[src/core/pcs_pkg.sv]
// Constants for the configuration status register of the USB host controller.
// Assumes one clock domain and configuration accesses of 16-bit width.
package pcs_pkg;

    // Byte offset of the status register in configuration space.
    localparam logic [7:0]  PCS_STATUS_OFFSET   = 8'h06;

    // Field positions inside the status word.
    localparam int          PCS_BIT_DET_PAR     = 15;
    localparam int          PCS_BIT_SIG_SERR    = 14;
    localparam int          PCS_BIT_RCV_MABORT  = 13;
    localparam int          PCS_BIT_RCV_TABORT  = 12;
    localparam int          PCS_BIT_SIG_TABORT  = 11;
    localparam int          PCS_BIT_DEVSEL_HI   = 10;
    localparam int          PCS_BIT_DEVSEL_LO   = 9;
    localparam int          PCS_BIT_DATA_PAR    = 8;
    localparam int          PCS_BIT_FBB_CAP     = 7;
    localparam int          PCS_BIT_UDF         = 6;
    localparam int          PCS_BIT_66MHZ       = 5;
    localparam int          PCS_RSVD_HI         = 4;
    localparam int          PCS_RSVD_LO         = 0;

    // Bits that hold a sticky flag; every other bit is a constant.
    localparam logic [15:0] PCS_FLAG_MASK       = 16'hf900;

    // Byte lane that carries all the flags.
    localparam int          PCS_FLAG_LANE       = 1;

    // Reset and fixed values.
    localparam logic        PCS_FLAG_RESET      = 1'b0;
    localparam logic [1:0]  PCS_DEVSEL_MEDIUM   = 2'h1;
    localparam logic        PCS_FBB_CAP_VAL     = 1'b0;
    localparam logic        PCS_UDF_VAL         = 1'b0;
    localparam logic        PCS_66MHZ_VAL       = 1'b0;
    localparam logic [4:0]  PCS_RSVD_VAL        = 5'h00;
    localparam logic [15:0] PCS_RDATA_RESET     = 16'h0000;

    // The parity error response enable of the command register is wired off.
    localparam logic        PCS_PAR_RESP_EN     = 1'b0;

    // State of one sticky flag cell.
    typedef struct packed {
        logic flag;
    } pcs_cell_s;

    // State of the register bank's read port.
    typedef struct packed {
        logic [15:0] rdata;
        logic        rvalid;
    } pcs_bank_s;

endpackage

[src/core/pcs_flag_cell.sv]
// One sticky status flag: set by a hardware event, cleared by software.
// Assumes set and clear are single-cycle requests in the clk domain.
`timescale 1ns/100ps
module pcs_flag_cell
    import pcs_pkg::*;
(
    input  wire logic clk,      // Internal bus clock.
    input  wire logic sys_rst,  // Synchronous reset, active high.
    input  wire logic set_evt,  // Event that raises the flag.
    input  wire logic clr_req,  // Software clear of the flag.
    output logic      flag      // Current flag value.
);

    pcs_cell_s state_reg;
    pcs_cell_s state_next;

    // An event in the same cycle as a clear must not be lost, so set wins.
    always_comb begin
        state_next = state_reg;
        if (set_evt) begin
            state_next.flag = 1'b1;
        end else if (clr_req) begin
            state_next.flag = 1'b0;
        end
    end

    always_ff @(posedge clk) begin
        if (sys_rst) begin
            state_reg.flag <= PCS_FLAG_RESET;
        end else begin
            state_reg <= state_next;
        end
    end

    assign flag = state_reg.flag;

endmodule

[src/core/pcs_status_reg.sv]
// Configuration status register of the USB host controller.
// Assumes configuration accesses and bus engine events share clk.
//
// Contract
// - Bit 15 sets on a detected data or address parity error.
// - Bit 14 sets whenever the device has driven system error.
// - Bit 13 sets when own master cycle ends in master abort.
// - Bit 12 sets when own master cycle ends in target abort.
// - Bit 11 sets when device as target signals target abort.
// - Writing 0 to bits 15, 14, 13, 12, 11 or 8 clears that flag.
// - Bits 10:9 are read-only and read medium timing code 01.
// - Bit 8 needs parity error, master role and response enable.
// - Response enable is wired off, so bit 8 always reads 0.
// - Bit 7 is read-only zero: no fast back-to-back support.
// - Bit 6 is read-only zero: no user-definable features.
// - Reserved bits 4:0 always read 0; software writes them 0.
`timescale 1ns/100ps
module pcs_status_reg
    import pcs_pkg::*;
#(
    parameter int DATA_W = 16,  // Width of the status word.
    parameter int ADDR_W = 8    // Width of the configuration byte address.
)
(
    input  wire logic              clk,          // Internal bus clock.
    input  wire logic              sys_rst,      // Sync reset, active high.
    input  wire logic              cfg_rd,       // Read strobe, one cycle.
    input  wire logic              cfg_wr,       // Write strobe, one cycle.
    input  wire logic [ADDR_W-1:0] cfg_addr,     // Byte address of access.
    input  wire logic [1:0]        cfg_be,       // Byte enables, high.
    input  wire logic [DATA_W-1:0] cfg_wdata,    // Write data.
    input  wire logic              par_err_det,  // Parity error seen, pulse.
    input  wire logic              serr_drive,   // System error driven.
    input  wire logic              mst_mabort,   // Master abort, pulse.
    input  wire logic              mst_tabort,   // Target abort seen, pulse.
    input  wire logic              tgt_tabort,   // Target abort given, pulse.
    input  wire logic              perr_seen,    // Parity error line seen.
    input  wire logic              master_cycle, // Device is bus master.
    output logic [DATA_W-1:0]      cfg_rdata,    // Registered read data.
    output logic                   cfg_rvalid    // Read data valid, pulse.
);

    pcs_bank_s         state_reg;
    pcs_bank_s         state_next;

    logic              addr_hit;
    logic              flag_wr;
    logic [DATA_W-1:0] set_vec;
    logic [DATA_W-1:0] clr_vec;
    logic [DATA_W-1:0] flag_vec;
    logic [DATA_W-1:0] status_word;

    assign addr_hit = (cfg_addr == PCS_STATUS_OFFSET);

    // Only the upper byte lane carries flags, so only it can clear them.
    assign flag_wr = cfg_wr && addr_hit && cfg_be[PCS_FLAG_LANE];

    // Hardware events that raise the sticky flags.
    always_comb begin
        set_vec = '0;
        set_vec[PCS_BIT_DET_PAR]    = par_err_det;
        set_vec[PCS_BIT_SIG_SERR]   = serr_drive;
        set_vec[PCS_BIT_RCV_MABORT] = mst_mabort;
        set_vec[PCS_BIT_RCV_TABORT] = mst_tabort;
        set_vec[PCS_BIT_SIG_TABORT] = tgt_tabort;
        // The enable is a constant off, so this term can never fire.
        set_vec[PCS_BIT_DATA_PAR]   = perr_seen && master_cycle
                                      && PCS_PAR_RESP_EN;
    end

    // A zero written to a flag position clears it; a one is ignored.
    always_comb begin
        clr_vec = '0;
        if (flag_wr) begin
            clr_vec = ~cfg_wdata & PCS_FLAG_MASK;
        end
    end

    // One sticky cell per flag position; other positions stay zero here.
    genvar gi;
    generate
        for (gi = 0; gi < DATA_W; gi++) begin : g_bit
            if (PCS_FLAG_MASK[gi]) begin : g_flag
                pcs_flag_cell u_cell (
                    .clk     (clk),
                    .sys_rst (sys_rst),
                    .set_evt (set_vec[gi]),
                    .clr_req (clr_vec[gi]),
                    .flag    (flag_vec[gi])
                );
            end else begin : g_fixed
                assign flag_vec[gi] = 1'b0;
            end
        end
    endgenerate

    // Read view: sticky flags merged with the fixed capability fields.
    always_comb begin
        status_word = flag_vec & PCS_FLAG_MASK;
        status_word[PCS_BIT_DEVSEL_HI:PCS_BIT_DEVSEL_LO]
            = PCS_DEVSEL_MEDIUM;
        status_word[PCS_BIT_FBB_CAP] = PCS_FBB_CAP_VAL;
        status_word[PCS_BIT_UDF]     = PCS_UDF_VAL;
        status_word[PCS_BIT_66MHZ]   = PCS_66MHZ_VAL;
        status_word[PCS_RSVD_HI:PCS_RSVD_LO] = PCS_RSVD_VAL;
    end

    // The answer is registered so the read data comes from a flop; the
    // cost is one cycle of latency, and a read in the same cycle as an
    // event shows the flag value from before that event.
    always_comb begin
        state_next        = state_reg;
        state_next.rvalid = cfg_rd;
        if (cfg_rd) begin
            if (addr_hit) begin
                state_next.rdata = status_word;
            end else begin
                state_next.rdata = PCS_RDATA_RESET;
            end
        end
    end

    always_ff @(posedge clk) begin
        if (sys_rst) begin
            state_reg.rdata  <= PCS_RDATA_RESET;
            state_reg.rvalid <= 1'b0;
        end else begin
            state_reg <= state_next;
        end
    end

    assign cfg_rdata  = state_reg.rdata;
    assign cfg_rvalid = state_reg.rvalid;

endmodule

[config.mk]
export PLATFORM = sky130hd
export DESIGN_NAME = pcs_status_reg
export DESIGN_NICKNAME = d
export VERILOG_FILES = /design/src/core/pcs_pkg.sv /design/src/core/pcs_flag_cell.sv /design/src/core/pcs_status_reg.sv
export SDC_FILE = /design/constraint.sdc
export NUM_CORES = 1
export LEC_CHECK = 0
export BUFFER_PORTS_ARGS = -buffer_cell sky130_fd_sc_hd__buf_2
export CORE_MARGIN = 2
export CORE_UTILIZATION = 38
export CTS_BUF_LIST = sky130_fd_sc_hd__clkbuf_2 sky130_fd_sc_hd__clkbuf_4 sky130_fd_sc_hd__clkbuf_8
export DETAILED_ROUTE_END_ITERATION = 8
export PLACE_DENSITY = 0.81
export REMOVE_ABC_BUFFERS = 1
export SYNTH_ARGS = -nofsm -noshare
export SYNTH_HDL_FRONTEND = slang
export SYNTH_SLANG_ARGS = --single-unit
[constraint.sdc]
create_clock -name clk -period 1.3 [get_ports clk]
set_clock_uncertainty 0.2 [all_clocks]
set_input_delay 0 -clock clk [delete_from_list [all_inputs] [get_ports clk]]
set_output_delay 0 -clock clk [all_outputs]
set_load 0.005 [all_outputs]
==> flow_metrics.py <==
metrics = {
    "critical_path": {
        "cp_slowest_cell": "dlygate4sd3_1",
        "cp.arrival_ns": 1.26,
        "setup.worst_path.end_class": "register",
        "path_cells": "dlygate4sd3_1 -> buf_4 -> or3b_2 -> o31ai_1",
        "critPathKind": "input port to register",
        "cp-start-kind": "input port",
        "worst_ep_required_time_ns": 1.28,
        "crit_family": "buffers and inverters",
        "max_stage_delay_ns": 0.54,
        "worst-path-buf-inv": 2,
        "path_max_fanout": 12,
    },
    "floorplan": {
        "dieArea_um2": 1920,
        "die_height_um": 43.8,
        "initial_core_util_pct": 40.5,
        "die-width_um": 43.8,
        "placementRows": 14,
        "core-area_um2": 1490,
        "ioPinCount": 54,
    },
    "clocking": {
        "cts_tree": "built",
        "cts.sinks": 12,
        "clk_pin_slew_ns": 0.07,
        "cts_root_buf": "clkbuf_4",
        "numCtsBuffers": 3,
        "htreeDepth": 1,
        "holdBufCountCts": 14,
        "post_cts_buffers": 0,
        "clock_path_buffers": 2,
        "clk_latency_ns": 0.27,
    },
    "synth": {
        "netlist_instances": 64,
        "syn_avg_cell_area_um2": 9.42,
        "synth_seq_cells": 12,
        "yosysWarnings": 0,
        "ys_types": 19,
        "synth.cell_area_um2": 603,
        "synth-seq-area-share_pct": 39.8,
    },
    "timing": {
        "finalCriticalPeriod_ns": 1.28,
        "finalCritPeriodShare_pct": 98.3,
        "finalSetupViolCount": 0,
        "slew_viol_final": 0,
        "final-hold-violation-count": 5,
        "hold_ws_ns": -0.134,
        "max_freq_ghz": 0.783,
        "fin_tns_setup_ns": 0,
    },
    "place": {
        "port_buffers": 29,
        "globalplace.congestion": 0.720,
        "dp_hpwl_um": 911,
    },
    "drt": {
        "drt-total-wl_mm": 1.41,
        "vias": 569,
        "wl_per_cell_um": 11.6,
        "viasPerCell": 4.66,
        "ant_nets": 0,
        "dr.pass1.iters": 4,
        "drc": 0,
        "drt_iter0_markers": 7,
    },
    "cells_and_area": {
        "final_util_pct": 59.2,
        "final_cell_mix": "buf_2 (27), dlygate4sd3_1 (14), dfxtp_1 (12)",
        "final_common_cell": "buf_2",
        "diodes": 0,
        "drive_gt1_share_pct": 34.9,
        "multi_input_area_um2": 305,
        "area_growth_pct": 46.3,
        "nets": 145,
        "seq_area_um2": 240,
        "fillers": 127,
    },
    "power": {
        "ir_worst_vdd_mv": 0.673,
        "p_leak_nw": 0.420,
        "pwr_density_cell_nw_per_um2": 828,
    },
    "grt": {
        "antenna_found_initial": 0,
        "grt_pass1_vias": 540,
        "grt_pass1_wl_mm": 2.18,
        "grt_max_degree": 16,
        "track_usage_pct": 16.0,
        "grt.overflow.total": 0,
    },
    "outcome": {
        "failed_checks": "negative hold slack",
        "status": "finished, violations left",
    },
    "hold_path": {
        "min_path_type": "input port to register",
    },
    "job": {
        "max_cap_viol_count": 0,
    },
}
routing by layer:
metal | up-vias | wire [µm] | GRT usage [%]
li1 | 290 | - | -
met1 | 245 | 510 | 14.3
met2 | 32 | 773 | 32.4
met3 | 2 | 106 | 4.17
met4 | 0 | 23 | 7.27
met5 | - | 0 | 0
worst min-delay path, delay by kind of cell:
kind            cells  cell delay [ns]
simple gates        2             0.13
buf+inv             1             0.10
compound gates      1             0.06
stage by stage:
step / hold WS, ns / power, W / setup WS (ns) / std cells / area, µm²
floorplan: -0.131 / 0.000429 / 0.207 / 60 / 546
global placement: 0.0748 / 0.000480 / 0.133 / 105 / 711
detailed placement: 0.0822 / 0.000484 / 0.0834 / 105 / 711
CTS: -0.140 / 0.000732 / 0.0104 / 122 / 873
global route: -0.134 / 0.000758 / -0.0123 / 122 / 882
finish: -0.134 / 0.000730 / 0.0222 / 122 / 882
registers in the layout (all words and copies together) (netlist names):
signal                    count
cfg_rdata                     6
cfg_rvalid                    1
g_bit.g_flag.u_cell.flag      5
synthesized netlist by cell type:
| cell type | count | area (µm²) |
|---|---|---|
| nor4b_4 | 2 | 47.6 |
| clkbuf_1 | 1 | 3.75 |
| a21oi_1 | 2 | 10.0 |
| conb_1 | 1 | 3.75 |
| nor2b_1 | 1 | 6.26 |
| a31oi_1 | 5 | 31.3 |
| buf_2 | 1 | 5.00 |
| and2_1 | 2 | 12.5 |
| nor3b_1 | 1 | 7.51 |
| nand2_1 | 4 | 15.0 |
| nor2_1 | 5 | 18.8 |
| o31ai_1 | 3 | 22.5 |
| dfxtp_1 | 12 | 240 |
| o21bai_1 | 5 | 37.5 |
| nand2b_1 | 2 | 12.5 |
| buf_4 | 11 | 82.6 |
| or3b_2 | 3 | 26.3 |
| a21o_1 | 1 | 7.51 |
| nand4_1 | 2 | 12.5 |
cells by family (layout without fill, tap and decap cells):
kind of cell           count (synthesis)  count (layout)  synth area share, %
and+or+nand+nor                       22              22                 26.3
other                                  1              10                0.622
buffers and inverters                 13              46                 15.1
AOI/OAI and AO/OA                     16              16                 18.1
DFF                                   12              12                 39.8
where the power goes:
group | internal (W) | leakage [nW] | switching (W) | total (W)
clock network | 0.000107 | 0.0138 | 0.000110 | 0.000217
registers | 0.000380 | 0.0986 | 0.00000634 | 0.000387
logic | 0.0000741 | 0.308 | 0.0000521 | 0.000126
total | 0.000561 | 0.420 | 0.000169 | 0.000730
area by class of cell:
cell class                 instances  area share [%]
multi-input combinational         48            34.6
timing repair buffer              43            33.3
sequential                        12            27.2
clock buffer                       3            2.55
tap                               16            2.27
what timing repair did:
action                                  CTS  global route
hold endpoints to repair                 12             5
endpoints found under the setup margin    0             3
gates resized for setup                   0             5
worst paths after layout:
path	start	endpoint	slack, ns	depth (start not counted)
setup reg to reg	cfg_rdata[15]	cfg_rdata[15]	0.16	2
hold / removal	cfg_addr[3]	cfg_rdata[13]	-0.13	4
setup / recovery	cfg_rd	cfg_rdata[15]	0.02	4
hold reg to reg	g_bit[14].g_flag.u_cell.flag	cfg_rdata[14]	0.26	2
No activity file was read; power rests on OpenSTA's default activity.
